## src/core/cks_pkg.sv

```systemverilog
// Constants for the key source selection block
package cks_pkg;

  // ----------------------------------------
  // Register offsets (byte addresses)
  // ----------------------------------------
  localparam int          ADDR_W     = 8;
  localparam logic [7:0]  ADDR_CFG   = 8'h00;
  localparam logic [7:0]  ADDR_CTL   = 8'h04;
  localparam logic [7:0]  ADDR_STAT  = 8'h08;
  localparam logic [7:0]  ADDR_OTP   = 8'h0C;
  localparam logic [7:0]  ADDR_GO    = 8'h10;

  // ----------------------------------------
  // Configuration page fields
  // ----------------------------------------
  localparam int          CFG_RSV    = 31;
  localparam int          CFG_CONFIG_PROGRAMMED_FLAG = 30;
  localparam int          CFG_KT_LO  = 20;
  localparam int          CFG_SESSION_KEY_ENABLE = 19;
  localparam int          CFG_LKS_LO = 11;
  localparam int          CFG_KEY_SOURCE_LOCK = 10;
  localparam int          CFG_WRL_LO = 1;
  localparam int          CFG_SWKDIS = 0;
  localparam int          NUM_PAGES  = 9;

  // ----------------------------------------
  // Control, program control and status fields
  // ----------------------------------------
  localparam int          CTL_SRC_LO = 0;
  localparam int          CTL_MOD_LO = 4;
  localparam int          CTL_SESS   = 6;
  localparam int          CTL_W      = 7;
  localparam int          OTP_MIRROR = 7;
  localparam int          OTP_PG_LO  = 1;
  localparam int          OTP_WR     = 0;
  localparam int          ST_PFAIL   = 0;
  localparam int          ST_KFAIL   = 1;
  localparam int          ST_RAM     = 2;
  localparam int          ST_SW      = 3;
  localparam int          ST_SRC_LO  = 4;
  localparam int          ST_KEK     = 8;

  // ----------------------------------------
  // Codes and reset values
  // ----------------------------------------
  localparam logic [1:0]  MODE_DES   = 2'h0;
  localparam logic [1:0]  MODE_2DES  = 2'h1;
  localparam logic [1:0]  KT_DES     = 2'h0;
  localparam logic [3:0]  SRC_SW     = 4'h0;
  localparam logic [3:0]  LAST_PAGE  = 4'h8;
  localparam logic [31:0] CFG_RST    = 32'h0000_0000;
  localparam logic [6:0]  CTL_RST    = 7'h00;
  localparam logic [3:0]  PAGE_RST   = 4'h0;

  typedef enum logic [1:0] {
    CKS_PG_IDLE,
    CKS_PG_DONE,
    CKS_PG_FAIL
  } cks_pg_state_t;

endpackage

```

## src/core/cks_sel_if.sv

```systemverilog
// Interface between key slot mapping and the top level
`timescale 1ns/1ps
`default_nettype none
interface cks_sel_if;
  logic [1:0] mode;
  logic [3:0] src;
  logic       sess;
  logic [1:0] kt12;
  logic       sw_dis;
  logic       err;
  logic       use_sw;
  logic       use_ram;
  logic       key1;
  logic [2:0] slot_a;
  logic [2:0] slot_b;

  modport map (input mode, src, sess, kt12, sw_dis,
               output err, use_sw, use_ram, key1, slot_a, slot_b);
  modport top (output mode, src, sess, kt12, sw_dis,
               input err, use_sw, use_ram, key1, slot_a, slot_b);
endinterface
`default_nettype wire

```

## src/core/cks_src_resolve.sv

```systemverilog
// Effective key source: locked field or software selection
`timescale 1ns/1ps
`default_nettype none
module cks_src_resolve (
  // Configuration
  input  wire logic       lock,
  input  wire logic [7:0] locked_key_source_cfg,
  // Software selection
  input  wire logic [3:0] key_source_select,
  // Result
  output logic      [3:0] src
);

  // Highest set bit wins; bit 3 maps to 0100
  function automatic logic [3:0] cks_prio(input logic [7:0] f);
    casez (f)
      8'b1???????: cks_prio = 4'hF;
      8'b01??????: cks_prio = 4'h7;
      8'b001?????: cks_prio = 4'h6;
      8'b0001????: cks_prio = 4'h5;
      8'b00001???: cks_prio = 4'h4;
      8'b000001??: cks_prio = 4'h3;
      8'b0000001?: cks_prio = 4'h2;
      8'b00000001: cks_prio = 4'h1;
      default:     cks_prio = 4'h0;
    endcase
  endfunction

  // Lock ignores software; unlocked ignores the field
  wire logic [3:0] locked_src = cks_prio(locked_key_source_cfg);
  assign src = lock ? locked_src : key_source_select;

endmodule
`default_nettype wire

```

## src/core/cks_slot_map.sv

```systemverilog
// Maps key mode and source onto a key slot or an error
`timescale 1ns/1ps
`default_nettype none
module cks_slot_map (
  // Selection in, decision out
  cks_sel_if.map sel
);

  wire logic       is_sw  = (sel.src == cks_pkg::SRC_SW);
  wire logic       ram    = sel.src[3];
  wire logic [2:0] num    = sel.src[2:0];
  wire logic [2:0] num_m1 = num - 3'h1;
  wire logic       des    = (sel.mode == cks_pkg::MODE_DES);
  wire logic       dd     = (sel.mode == cks_pkg::MODE_2DES);

  // Legal slot ranges per mode; 1000 and 1111 in pairs fall out
  wire logic des_ok = des && (num != 3'h0);
  wire logic dd_ok  = dd && (num != 3'h0) && (num <= 3'h4);

  // Pairs occupy two consecutive 64-bit slots
  assign sel.slot_a = des ? num_m1 : {num_m1[1:0], 1'b0};
  assign sel.slot_b = des ? num_m1 : {num_m1[1:0], 1'b1};

  // OTP slots 0 and 1 live in pages 1 and 2
  wire logic p12 = !is_sw && !ram && (sel.slot_a[2:1] == 2'h0);
  wire logic type_bad = p12 && (sel.kt12 != cks_pkg::KT_DES);
  assign sel.key1 = !ram && (num == 3'h1);

  wire logic src_bad = is_sw ? sel.sw_dis : !(des_ok || dd_ok);
  assign sel.err = !(des || dd) || src_bad || type_bad
                 || (sel.key1 && sel.sess);
  assign sel.use_sw  = is_sw && !sel.err;
  assign sel.use_ram = ram && !sel.err;

endmodule
`default_nettype wire

```

## src/core/cks_top.sv

```systemverilog
// Key source selection and key configuration checking
// Behaviour
// Pages 1-2 key type other than DES/2DES forbids their keys here.
// With session key enable, stored key 1 serves only as key encryption key.
// Locked field bits 7..4 highest set give sources 1111, 0111, 0110, 0101.
// Bits 2, 1, 0 give 0011, 0010, 0001; all zero gives 0000.
// Bit 3 highest set gives source 0100.
// Source lock set: locked field decides, software selection ignored.
// Source lock clear: software selection decides, locked field ignored.
// A set write lock bit forbids programming that page, pages 0 to 8.
// Software key disabled with source 0000 fails and refuses operation starts.
// Software key enabled: source 0000 picks the software key register.
// DES: 0000 software, 0001-0111 OTP, 1001-1111 RAM slots.
// 2-key mode: source picks two consecutive slots, 0001-0100 or 1001-1100.
// Fail flag on bad code, 1111 pairs, mode 10, key 1 with session select.
// Configuration programmed bit mirrored into program control register.
//
// Decided for this implementation: the register addresses and the plain strobed port.
`timescale 1ns/1ps
`default_nettype none
module cks_top (
  // Clock and reset
  input  wire logic        mclk,
  input  wire logic        rst_n,
  // Register port
  input  wire logic [7:0]  addr,
  input  wire logic [31:0] wdata,
  input  wire logic        wr,
  input  wire logic        rd,
  output logic      [31:0] rdata,
  // Key choice to the cipher datapath
  output logic             key_use_sw,
  output logic             key_use_ram,
  output logic      [2:0]  key_slot_a,
  output logic      [2:0]  key_slot_b,
  output logic             key_kek_only,
  output logic             key_config_fail_flag,
  // Operation and programming requests
  output logic             op_start,
  output logic             prog_go,
  output logic      [3:0]  prog_page
);

  // ----------------------------------------
  // Register state
  // ----------------------------------------
  logic [31:0]         cfg_reg;
  logic [31:0]         cfg_next;
  logic [6:0]          ctl_reg;
  logic [6:0]          ctl_next;
  logic [3:0]          page_reg;
  logic [3:0]          page_next;
  logic                fail_reg;
  logic                use_sw_reg;
  logic                use_ram_reg;
  logic [2:0]          slot_a_reg;
  logic [2:0]          slot_b_reg;
  logic                kek_reg;
  logic                start_reg;
  logic                start_next;
  logic                go_reg;
  logic                go_next;
  logic [3:0]          src_reg;
  logic [31:0]         rdata_reg;
  logic [31:0]         rdata_next;
  cks_pkg::cks_pg_state_t pg_state;
  cks_pkg::cks_pg_state_t pg_next;

  // ----------------------------------------
  // Configuration page fields
  // ----------------------------------------
  wire logic [1:0] key_type_pages_1_2    = cfg_reg[cks_pkg::CFG_KT_LO +: 2];
  wire logic       session_key_enable    = cfg_reg[cks_pkg::CFG_SESSION_KEY_ENABLE];
  wire logic [7:0] locked_key_source_cfg = cfg_reg[cks_pkg::CFG_LKS_LO +: 8];
  wire logic       key_source_lock       = cfg_reg[cks_pkg::CFG_KEY_SOURCE_LOCK];
  wire logic [8:0] page_write_lock       = cfg_reg[cks_pkg::CFG_WRL_LO +: 9];
  wire logic       software_key_disable  = cfg_reg[cks_pkg::CFG_SWKDIS];
  wire logic       config_programmed_flag = cfg_reg[cks_pkg::CFG_CONFIG_PROGRAMMED_FLAG];

  // Control fields
  wire logic [3:0] key_source_select  = ctl_reg[cks_pkg::CTL_SRC_LO +: 4];
  wire logic [1:0] key_mode_select    = ctl_reg[cks_pkg::CTL_MOD_LO +: 2];
  wire logic       session_key_select = ctl_reg[cks_pkg::CTL_SESS];

  // ----------------------------------------
  // Bus decode
  // ----------------------------------------
  wire logic wr_cfg = wr && (addr == cks_pkg::ADDR_CFG);
  wire logic wr_ctl = wr && (addr == cks_pkg::ADDR_CTL);
  wire logic wr_otp = wr && (addr == cks_pkg::ADDR_OTP);
  wire logic wr_go  = wr && (addr == cks_pkg::ADDR_GO);

  // ----------------------------------------
  // Source resolution and slot mapping
  // ----------------------------------------
  logic [3:0] eff_src;
  cks_sel_if  sel_bus ();

  cks_src_resolve u_resolve (
    .lock                  (key_source_lock),
    .locked_key_source_cfg (locked_key_source_cfg),
    .key_source_select     (key_source_select),
    .src                   (eff_src)
  );

  assign sel_bus.mode   = key_mode_select;
  assign sel_bus.src    = eff_src;
  assign sel_bus.sess   = session_key_select;
  assign sel_bus.kt12   = key_type_pages_1_2;
  assign sel_bus.sw_dis = software_key_disable;

  cks_slot_map u_map (
    .sel (sel_bus)
  );

  // Stored key 1 under session key enable: key wrapping only
  wire logic kek_now = session_key_enable && sel_bus.key1 && !sel_bus.err;

  // ----------------------------------------
  // Page programming check
  // ----------------------------------------
  // Write lock of a page, reserved pages always refuse
  function automatic logic cks_page_bad(input logic [3:0] pg, input logic [8:0] lk);
    cks_page_bad = (pg > cks_pkg::LAST_PAGE) || lk[pg];
  endfunction

  wire logic [3:0] wr_page  = wdata[cks_pkg::OTP_PG_LO +: 4];
  wire logic       pg_req   = wr_otp && wdata[cks_pkg::OTP_WR];
  wire logic       pg_bad   = cks_page_bad(wr_page, page_write_lock);
  wire logic       pfail    = cks_page_bad(page_reg, page_write_lock);
  wire logic       cfg_ok   = !page_write_lock[0];

  // Program once: set bits stay set, reserved bit untouched
  wire logic [31:0] cfg_prog = cfg_reg | (wdata & ~(32'h1 << cks_pkg::CFG_RSV));

  // ----------------------------------------
  // Next state
  // ----------------------------------------
  // Page 0 write is direct programming of the configuration
  assign cfg_next   = (wr_cfg && cfg_ok) ? cfg_prog : cfg_reg;
  assign ctl_next   = wr_ctl ? wdata[cks_pkg::CTL_W-1:0] : ctl_reg;
  assign page_next  = wr_otp ? wr_page : page_reg;
  assign go_next    = pg_req && !pg_bad;
  // Start refused while configuration is bad, no queueing
  assign start_next = wr_go && wdata[0] && !sel_bus.err;

  // Program result kept for readback in the program control register
  always_comb begin
    case (pg_state)
      cks_pkg::CKS_PG_IDLE,
      cks_pkg::CKS_PG_DONE,
      cks_pkg::CKS_PG_FAIL: begin
        if (pg_req) begin
          pg_next = pg_bad ? cks_pkg::CKS_PG_FAIL : cks_pkg::CKS_PG_DONE;
        end else begin
          pg_next = pg_state;
        end
      end
      default: pg_next = cks_pkg::CKS_PG_IDLE;
    endcase
  end

  // ----------------------------------------
  // Read mux
  // ----------------------------------------
  wire logic [31:0] stat_word = {23'h0,
                                 kek_reg,
                                 src_reg,
                                 use_sw_reg,
                                 use_ram_reg,
                                 fail_reg,
                                 pfail};
  wire logic [31:0] otp_word  = {24'h0,
                                 config_programmed_flag,
                                 1'b0,
                                 pg_state == cks_pkg::CKS_PG_FAIL,
                                 page_reg,
                                 1'b0};

  // Unmapped offsets read zero
  always_comb begin
    case (addr)
      cks_pkg::ADDR_CFG:  rdata_next = cfg_reg;
      cks_pkg::ADDR_CTL:  rdata_next = {25'h0, ctl_reg};
      cks_pkg::ADDR_STAT: rdata_next = stat_word;
      cks_pkg::ADDR_OTP:  rdata_next = otp_word;
      default:            rdata_next = 32'h0;
    endcase
  end

  // ----------------------------------------
  // Registers
  // ----------------------------------------
  // Software visible state
  always_ff @(posedge mclk) begin
    if (!rst_n) begin
      cfg_reg  <= cks_pkg::CFG_RST;
      ctl_reg  <= cks_pkg::CTL_RST;
      page_reg <= cks_pkg::PAGE_RST;
      pg_state <= cks_pkg::CKS_PG_IDLE;
    end else begin
      cfg_reg  <= cfg_next;
      ctl_reg  <= ctl_next;
      page_reg <= page_next;
      pg_state <= pg_next;
    end
  end

  // Key decision, one cycle behind the selection
  always_ff @(posedge mclk) begin
    if (!rst_n) begin
      fail_reg    <= 1'b0;
      use_sw_reg  <= 1'b0;
      use_ram_reg <= 1'b0;
      slot_a_reg  <= 3'h0;
      slot_b_reg  <= 3'h0;
      kek_reg     <= 1'b0;
      src_reg     <= 4'h0;
    end else begin
      fail_reg    <= sel_bus.err;
      use_sw_reg  <= sel_bus.use_sw;
      use_ram_reg <= sel_bus.use_ram;
      slot_a_reg  <= sel_bus.slot_a;
      slot_b_reg  <= sel_bus.slot_b;
      kek_reg     <= kek_now;
      src_reg     <= eff_src;
    end
  end

  // Pulses and read data
  always_ff @(posedge mclk) begin
    if (!rst_n) begin
      start_reg <= 1'b0;
      go_reg    <= 1'b0;
      rdata_reg <= 32'h0;
    end else begin
      start_reg <= start_next;
      go_reg    <= go_next;
      rdata_reg <= rd ? rdata_next : 32'h0;
    end
  end

  // ----------------------------------------
  // Outputs
  // ----------------------------------------
  assign rdata                = rdata_reg;
  assign key_use_sw           = use_sw_reg;
  assign key_use_ram          = use_ram_reg;
  assign key_slot_a           = slot_a_reg;
  assign key_slot_b           = slot_b_reg;
  assign key_kek_only         = kek_reg;
  assign key_config_fail_flag = fail_reg;
  assign op_start             = start_reg;
  assign prog_go              = go_reg;
  assign prog_page            = page_reg;
endmodule
`default_nettype wire

```

## config.mk

```make
export PLATFORM = sky130hd
export DESIGN_NAME = cks_top
export DESIGN_NICKNAME = d
export VERILOG_FILES = /design/src/core/cks_pkg.sv /design/src/core/cks_sel_if.sv /design/src/core/cks_src_resolve.sv /design/src/core/cks_slot_map.sv /design/src/core/cks_top.sv
export SDC_FILE = /design/constraint.sdc
export NUM_CORES = 1
export LEC_CHECK = 0
export BUFFER_PORTS_ARGS = -buffer_cell sky130_fd_sc_hd__buf_2
export CAP_MARGIN = 20
export CORE_UTILIZATION = 45
export DETAILED_ROUTE_END_ITERATION = 12
export HOLD_SLACK_MARGIN = 0.15
export PLACE_DENSITY = 0.7
export SYNTH_ARGS = -nofsm -noshare
export SYNTH_HDL_FRONTEND = slang
export SYNTH_SLANG_ARGS = --single-unit
export TNS_END_PERCENT = 5
```

## constraint.sdc

```tcl
create_clock -name mclk -period 3 [get_ports mclk]
set_input_delay 0.15 -clock mclk [delete_from_list [all_inputs] [get_ports mclk]]
set_output_delay 0.15 -clock mclk [all_outputs]
set_load 0.01 [all_outputs]
```

== Word-level counts from Yosys, hierarchy flattened ==
Cells that the tools add are included.
Word-level totals
  logic and storage cells: 94
  register bits: 93
  output and inout bits: 48
  input bits: 44
Cells by class
  reductions and logical operators: 46
  $add $sub $neg: 1
  eq/ne operators: 15
  $lt $le $gt $ge: 5
  bitwise operators: 1
  mux-type cells: 11
Operators by type and width (count)
  $pmux W32 S4: 1
  $or A32 B31 Y32: 1
  $pmux W4 S8: 1
  $logic_and A1 B1 Y1: 21
  $eq A8 B4 Y1 const B: 2
  $lt A4 B5 Y1 const B: 2
  $bmux W1 S4: 2
  $eq A8 B1 Y1 const B: 1
  $eq A8 B3 Y1 const B: 1
  $eq A8 B5 Y1 const B: 1
  $gt A4 B4 Y1 const B: 2
  $logic_not A8 Y1: 1
  $eq A7 B1 Y1 const B: 1
  $logic_not A1 Y1: 7
  $logic_or A1 B1 Y1: 7
  $eq A2 B1 Y1 const B: 3
  $eq A3 B1 Y1 const B: 2
  $eq A6 B1 Y1 const B: 1
  $logic_not A2 Y1: 3
  $mux W3: 2
  $reduce_and A2 Y1: 3
  $eq A5 B1 Y1 const B: 1
  $eq A4 B1 Y1 const B: 1
  $logic_not A4 Y1: 1
  other kinds (9): 11

== Logic depth before layout (Yosys ltp) ==
Gate-level depths: netlist of the first run.
  depth in word-level cells: 14
  mapped depth: 10
  depth with buffers taken out: 10

== By module ==
Synthesis of the first run repeated with hierarchy kept, for this count alone.
Unflattened totals
  cells, all modules: 319
  area, all modules: 3528.4 um2
Modules (own cells, without submodules)
  cks_top: sequential area each 1821.7 um2, cells each 278, area an instance 3228.1 um2, instances 1
  cks_slot_map: sequential area each 0.0 um2, cells each 26, area an instance 210.2 um2, instances 1
  cks_src_resolve: sequential area each 0.0 um2, cells each 15, area an instance 90.1 um2, instances 1

== Least setup slack after synthesis of the first run ==
No wires, ideal clock.
  kind: reg2reg
  start: reg cfg_reg[12]
  end: reg kek_reg, in the netlist key_kek_only
  arrival: 2170 ps
  period minus slack after synthesis: 2293 ps
  library setup time: 124 ps
  setup slack: 707 ps
  required time: 2876 ps
  cell stages (with the launch flop): 10
  buffers on the path: 0
  cells stage by stage: dfxtp_1 -> nor2b_1 -> o311ai_0 -> a31oi_1 -> ha_1 -> ha_1 -> o21ai_0 -> a311o_1 -> o22ai_2 -> nor3_1
Between the ends
  elaborated cells between the ends (all ways): 30
  those cells by class: add/sub (1); order compare (1); eq/ne (3); mux (4); reduce/logical (21)
RTL lines
  from (decl): RTL line cks_top.sv:47  | logic [31:0] cfg_reg;
  from (signal assigned): RTL line cks_top.sv:197  | cfg_reg <= cks_pkg::CFG_RST;
  from (signal assigned): RTL line cks_top.sv:202  | cfg_reg <= cfg_next;
  $eq A8 B1 Y1 / $eq A7 B1 Y1 (equally long branches): RTL line cks_src_resolve.sv:16  | casez (f)
  $pmux W4 S8 *: RTL line cks_src_resolve.sv:16
  $mux W4 *: RTL line cks_src_resolve.sv:31  | assign src = lock ? locked_src : key_source_select;
  $sub A3 B1 Y3 *: RTL line cks_slot_map.sv:12  | wire logic [2:0] num_m1 = num - 3'h1;
  named net u_map.num_m1[0]: RTL line cks_slot_map.sv:12
  $mux W3 *: RTL line cks_slot_map.sv:21  | assign sel.slot_a = des ? num_m1 : {num_m1[1:0], 1'b0};
  $logic_not A2 Y1 *: RTL line cks_slot_map.sv:25  | wire logic p12 = !is_sw && !ram && (sel.slot_a[2:1] == 2'h0);
  $logic_and A1 B1 Y1 *: RTL line cks_slot_map.sv:25
  $logic_and A1 B1 Y1 *: RTL line cks_slot_map.sv:26  | wire logic type_bad = p12 && (sel.kt12 != cks_pkg::KT_DES);
  $logic_or A1 B1 Y1 *: RTL line cks_slot_map.sv:30  | assign sel.err = !(des || dd) || src_bad || type_bad
  $logic_or A1 B1 Y1 *: RTL line cks_slot_map.sv:31  | || (sel.key1 && sel.sess);
  $logic_not A1 Y1 *: RTL line cks_top.sv:117  | wire logic kek_now = session_key_enable && sel_bus.key1 && !sel_bus.err;
  $logic_and A1 B1 Y1 *: RTL line cks_top.sv:117
  to (signal assigned): RTL line cks_top.sv:225  | kek_reg <= kek_now;
  to (decl): RTL line cks_top.sv:58  | logic kek_reg;
The timed path passes the listed nets; every way through them passes the cells marked *.
A chain may end at the register's enable or synchronous reset.

== Worst setup path in the final report of the first run ==
Ends and elaborated chain as after synthesis.

==> results of run 1 <==
layout make-up:
cell class / count / area (sq um) / area share [%]
flip-flops and latches: 89 / 1780 / 40.2
multi-input cells: 222 / 1470 / 33.2
repair buffers: 128 / 841 / 19.0
clock buffers: 9 / 124 / 2.80
well taps: 99 / 124 / 2.80
clock inverters: 7 / 52.6 / 1.19
inverters: 9 / 33.8 / 0.763
metal layers:
metal / up-vias / part of all wire, % / track usage, %
met5: - / 0 / 0
met4: 0 / 2.2 / 10.7
met3: 13 / 5.2 / 3.64
met2: 93 / 46 / 33.6
met1: 1309 / 47 / 28.0
li1: 1411 / - / -
power by group:
group | internal, W | total (W) | switching, W
Clock | 0.000308 | 0.000735 | 0.000427
Combinational | 0.0000688 | 0.000128 | 0.0000594
Sequential | 0.00118 | 0.00119 | 0.00000258
Total | 0.00156 | 0.00205 | 0.000489
placed cells by master (no fill, tap or decap), types with 2 or more instances in the layout:
| cell | instances |
|---|---|
| and3_1 | 2 |
| nor2b_1 | 9 |
| nor3_1 | 8 |
| and2_1 | 23 |
| nor2_1 | 55 |
| nor4_2 | 2 |
| clkbuf_8 | 9 |
| buf_4 | 2 |
| inv_6 | 3 |
| dlygate4sd3_1 | 36 |
| ha_1 | 4 |
| o21ai_0 | 13 |
| a41oi_1 | 2 |
| inv_1 | 9 |
| nand2_1 | 8 |
| a21o_1 | 2 |
| a21oi_1 | 37 |
| mux4_2 | 8 |
| o311ai_0 | 2 |
| dfxtp_1 | 89 |
| mux2i_1 | 14 |
| buf_2 | 89 |
| clkinv_2 | 2 |
| nand3_1 | 3 |
| nand4_1 | 2 |
| a31oi_1 | 7 |
metrics by stage:
stage,hold WS (ps),total power (W),cells
after CTS,298,0.00207,563
after global placement,376,0.00131,511
final,303,0.00205,563
after detailed placement,382,0.00131,511
after global routing,330,0.00214,563
after floorplan,267,0.00126,340
path summary, 6_finish.rpt:
check                 endpoint  slack (ps)  cells past startpoint         from
setup reg to reg  key_kek_only         400                      9  cfg_reg[12]
hold reg to reg      rdata[26]         450                      1  cfg_reg[26]
hold / removal        rdata[9]         300                      2      addr[2]
setup / recovery  key_kek_only         400                      9  cfg_reg[12]
cells by family (layout without fill, tap and decap cells):
| group | Yosys count | after routing | share of synthesized area [%] |
|---|---|---|---|
| buffers and inverters | 29 | 153 | 4.07 |
| AO/OA/AOI/OAI | 71 | 71 | 12.7 |
| multiplexers | 23 | 23 | 9.87 |
| flip-flops | 89 | 89 | 52.7 |
| other | 1 | 1 | 0.111 |
| adder cells (fa/ha/maj) | 4 | 4 | 1.48 |
| AND/OR/NAND/NOR | 123 | 123 | 19.1 |
==> flow_metrics.tcl, run 1 <==
set metrics [dict create \
    status "complete, no violations" \
    yosysTopAreaCellShare_pct 52.7 \
    viasPerCell 5.02 \
    cts_root_buf "clkbuf_8" \
    vias 2826 \
    cts_tree "done" \
    max_stage_delay_ps 410 \
    antenna_found_initial 0 \
    slowest_stage "o311ai_0" \
    path_class "reg -> reg" \
    core-area_sq_um 7250 \
    yosysMostFrequentCell "dfxtp_1" \
    synth_seq_cells 89 \
    p_leak_nw 1.98 \
    avgSynthCellArea_sq_um 9.95 \
    ir_worst_vdd_mv 0.196 \
    end_kind "flip-flop" \
    cts.sinks 89 \
    initialDrtViolationCount 124 \
    first_global_vias 2560 \
    wl_per_cell_um 14.0 \
    path_max_fanout 5 \
    gp_congestion 0.850 \
    port-buffer-count 89 \
    cts_buffer_depth 2 \
    drt_pass1_iterations 4 \
    worst-path-buf-inv 0 \
    hold_buffers 36 \
    post-place-ws_ps 455 \
    fmax_mhz 385 \
    placed_cell_area_sq_um 3890 \
    finalInstanceArea_sq_um 4430 \
    ios 92 \
    drive_above_1_share_pct 27.8 \
    clk_pin_slew_ps 90 \
    max-cap-violations 0 \
    synth_common_cells "dfxtp_1, nor2_1, a21oi_1" \
    nets 507 \
    slew_headroom_pct 35.0 \
    setup_slack_ps 402 \
    hp-class "in -> reg" \
    die_w_um 88.7 \
    path_cells "nor2b_1 -> o311ai_0 -> a31oi_1 -> ha_1 -> ha_1 -> o21ai_0 -> a311o_1 -> o22ai_2 -> nor3_1" \
    finish.utilization_pct 61.1 \
    syn_to_final_growth_pct 30.9 \
    fin_crit_ps 2600 \
    drv_slew 0 \
    critPathMostFrequentCell "ha_1" \
    start_kind "flip-flop" \
    period_share_pct 86.6 \
    yosys.area.top_type "dfxtp_1" \
    power.density_nw_per_um2 463 \
    setup-tns-final_ps 0 \
    dieArea_sq_um 7870 \
    grtUsageTotal_pct 21.2 \
    grt.overflow.total 0 \
    rows 31 \
    rsz0062_at_grt "false" \
    hpwl_mm 5.43 \
    synth.distinct_cells 45 \
    fillers 630 \
    drc_errors 0 \
    cts_resized 0 \
    synth-seq-area-share_pct 52.7 \
    start_util_pct 46.6 \
    syn_nets 388 \
    grt_pass1_wl_mm 12.4 \
    cts_buffers 9 \
    diodes 0 \
    fin_skew_ps 9.93 \
    ys_warn_count 0 \
    fp.dieH_um 88.7 \
    syn_area_sq_um 3380 \
    setup_viol 0 \
    cts_max_level 3 \
    clkLatencyLatePin_ps 350 \
    arrival_ps 2830 \
    async_flop_share_pct 0 \
    cts_setup_buffers 0 \
    synth_cells 340 \
    grt_max_degree 29 \
    crit_required_ps 3240 \
    ys_top_cells_by_area "dfxtp_1, nor2_1, a21oi_1, mux4_2, and2_1" \
    synth_edf_count 0 \
    wl_mm 7.90 \
    synthFlopType "dfxtp_1" \
    final_antenna_net_count 0 \
    max_slew.worst_pin.slew_ps 974 \
    hold_viol 0 \
    critical-path-top-delay-family "compound AO/OA/AOI/OAI gates" \
]
Note: power is estimated with default switching activity, not from simulation.
==> run 2: changes to the inputs <==
- ABC_AREA: default -> 1
- CORE_UTILIZATION: 45 -> 35
- PLACE_DENSITY: 0.7 -> default
==> run 2 against run 1 <==
Net effect: non-clock buffer count is 3 lower; highest routed layer unchanged; flip-flop and latch count unchanged; critical path depth increased by 7; worst hold slack lost 140 ps; sequential share of layout area shrank 0.76 points; first-iteration DRC count increased by 26%; cell area increased by 1.9%; via count rose by 12%; largest cell class unchanged.
==> flow_metrics.tcl, run 2 <==
set metrics [dict create \
    synth_edf_count 0 \
    synth-seq-area-share_pct 52.0 \
    critPathMostFrequentCell "nand2_1" \
    drt_pass1_iterations 4 \
    yosysMostFrequentCell "dfxtp_1" \
    dp_cells 633 \
    dieArea_sq_um 10200 \
    p_leak_nw 1.94 \
    power.density_nw_per_um2 505 \
    post-place-ws_ps 673 \
    synth_cells 431 \
    max_stage_delay_ps 390 \
    die_w_um 101 \
    syn_to_final_growth_pct 31.6 \
    max_slew.worst_pin.slew_ps 620 \
    ios 92 \
    clk_pin_slew_ps 100 \
    net-switching-power_w 0.000527 \
    wl_mm 8.72 \
    drv_slew 0 \
    yosysTopAreaCellShare_pct 52.0 \
    cts_setup_buffers 0 \
    hpwl_mm 6.09 \
    hold_viol 0 \
    setup_slack_ps 593 \
    cts.sinks 89 \
    nets 596 \
    slowest_stage "a211oi_1" \
    port-buffer-count 89 \
    first_global_vias 3048 \
    sw_frac_of_total_pct 23.1 \
    drive_above_1_share_pct 21.2 \
    path_class "reg -> reg" \
    p_clk_share_pct 42.4 \
    cts_tree "done" \
    core-area_sq_um 9370 \
    ys_warn_count 0 \
    syn_area_sq_um 3430 \
    fin_skew_ps 11.4 \
    hp-class "in -> reg" \
    combinationalPowerShare_pct 5.5 \
    synth_common_cells "dfxtp_1, nand2_1, inv_1" \
    grt_pass1_wl_mm 14.5 \
    rows 35 \
    synthFlopType "dfxtp_1" \
    setup_viol 0 \
    grtUsageTotal_pct 18.5 \
    diodes 0 \
    antenna_found_initial 0 \
    vias 3154 \
    drc_errors 0 \
    start_kind "flip-flop" \
    avgSynthCellArea_sq_um 7.96 \
    period_share_pct 80.2 \
    synth_seq_cells 89 \
    path_max_fanout 3 \
    final_cells 682 \
    initialDrtViolationCount 156 \
    start_util_pct 36.6 \
    fin_crit_ps 2410 \
    cts_root_buf "clkbuf_8" \
    cts_resized 0 \
    arrival_ps 2700 \
    fmax_mhz 415 \
    rrSetupSlack_ps 590 \
    wl_per_cell_um 12.8 \
    ys_top_cells_by_area "dfxtp_1, a21oi_1, nand2_1, inv_1, nor3_1" \
    slew_headroom_pct 58.4 \
    end_kind "flip-flop" \
    crit_required_ps 3300 \
    syn_nets 479 \
    setup-tns-final_ps 0 \
    cts_buffer_depth 2 \
    max-cap-violations 0 \
    seq_power_share_pct 52.1 \
    grt_max_degree 32 \
    grt.overflow.total 0 \
    rsz0062_at_grt "false" \
    layout_common_cells "dfxtp_1, buf_2, nand2_1" \
    worst-path-buf-inv 1 \
    final_antenna_net_count 0 \
    clkLatencyLatePin_ps 370 \
    path_cells "inv_1 -> nand2_1 -> nor2_1 -> nand3_1 -> nor2_1 -> a211oi_1 -> ha_1 -> ha_1 -> nand2_1 -> o21a_1 -> nor3_1 -> nand3_1 -> nand2_1 -> nand2_1 -> nand2_1 -> nor2_1" \
    ir_worst_vdd_mv 0.204 \
    gp_congestion 0.910 \
    async_flop_share_pct 0 \
    status "complete, no violations" \
    cts_buffers 9 \
    critical-path-top-delay-family "simple AND/OR/NAND/NOR gates" \
    cts_max_level 3 \
    synth.distinct_cells 36 \
    internal_power_w 0.00175 \
    fp.dieH_um 101 \
    yosys.area.top_type "dfxtp_1" \
    viasPerCell 4.62 \
]
run 2: changes by cell type in the layout (fill, tap and decap cells not counted), moves of 9 or more:
cell,before,now
inv_1,9,65
o21ai_0,13,26
a21oi_1,37,54
nor2b_1,9,0
nor2_1,55,30
nor3_1,8,27
nand3_1,3,13
and2_1,23,1
mux2i_1,14,0
nand2_1,8,66
run 2: area by class of cell:
class | count | area (sq um)
Clock buffer | 10 | 138
Clock inverter | 6 | 97.6
Fill cell | 934 | 4860
Inverter | 70 | 264
Multi-Input combinational cell | 253 | 1270
Sequential cell | 89 | 1780
Tap cell | 129 | 161
Timing Repair Buffer | 125 | 798
run 2: per-stage QoR:
stage	area (sq um)	hold WS, ps	power [W]	utilization, %
finish	4510	165	0.00228	48.2
floorplan	3430	289	0.00126	-
global route	4510	184	0.00236	48.2
CTS	4510	150	0.00229	48.2
global placement	3950	387	0.00131	42.1
detailed placement	3950	396	0.00131	42.1
run 2: power by group through the flow:
stage,logic [W],registers [W],clock network (W)
after floorplan,0.0000420,0.00122,0
after global placement,0.0000919,0.00122,0
after detailed placement,0.0000931,0.00122,0
after CTS,0.000125,0.00119,0.000981
after global routing,0.000137,0.00119,0.00104
final,0.000125,0.00119,0.000967
run 2: path summary, 6_finish.rpt:
path / start / endpoint / cells past startpoint
setup / recovery: cfg_reg[18] / key_use_ram / 16
hold reg to reg: cfg_reg[0] / key_use_sw / 1
setup reg to reg: cfg_reg[18] / key_use_ram / 16
hold / removal: addr[3] / op_start / 4
run 2: repair_timing:
item	in CTS	in global routing
setup endpoints to repair	0	0
hold endpoints to repair	40	0
hold buffers	33	0
run 2: tightest hold or removal path, delay by kind of cell:
kind / cells / cell delay, ps
AND/OR/NAND/NOR: 3 / 180
buffers and inverters: 1 / 160
run 2: cells by family (layout without fill, tap and decap cells):
logic type                 count (synthesis)  in the layout  share of synthesized area (%)
other                                      1              1                          0.109
adders and majority gates                  4              4                           1.46
AOI/OAI and AO/OA                         97             97                           15.3
DFF                                       89             89                           52.0
buffers and inverters                     89            211                           10.9
and+or+nand+nor                          151            151                           20.2
run 2: routing by layer:
metal,up-vias,global-route usage (%),share of wire [%]
li1,1634,-,-
met1,1412,23.5,47
met2,97,31.2,46
met3,11,2.91,5.6
met4,0,8.03,1.8
met5,-,0,0
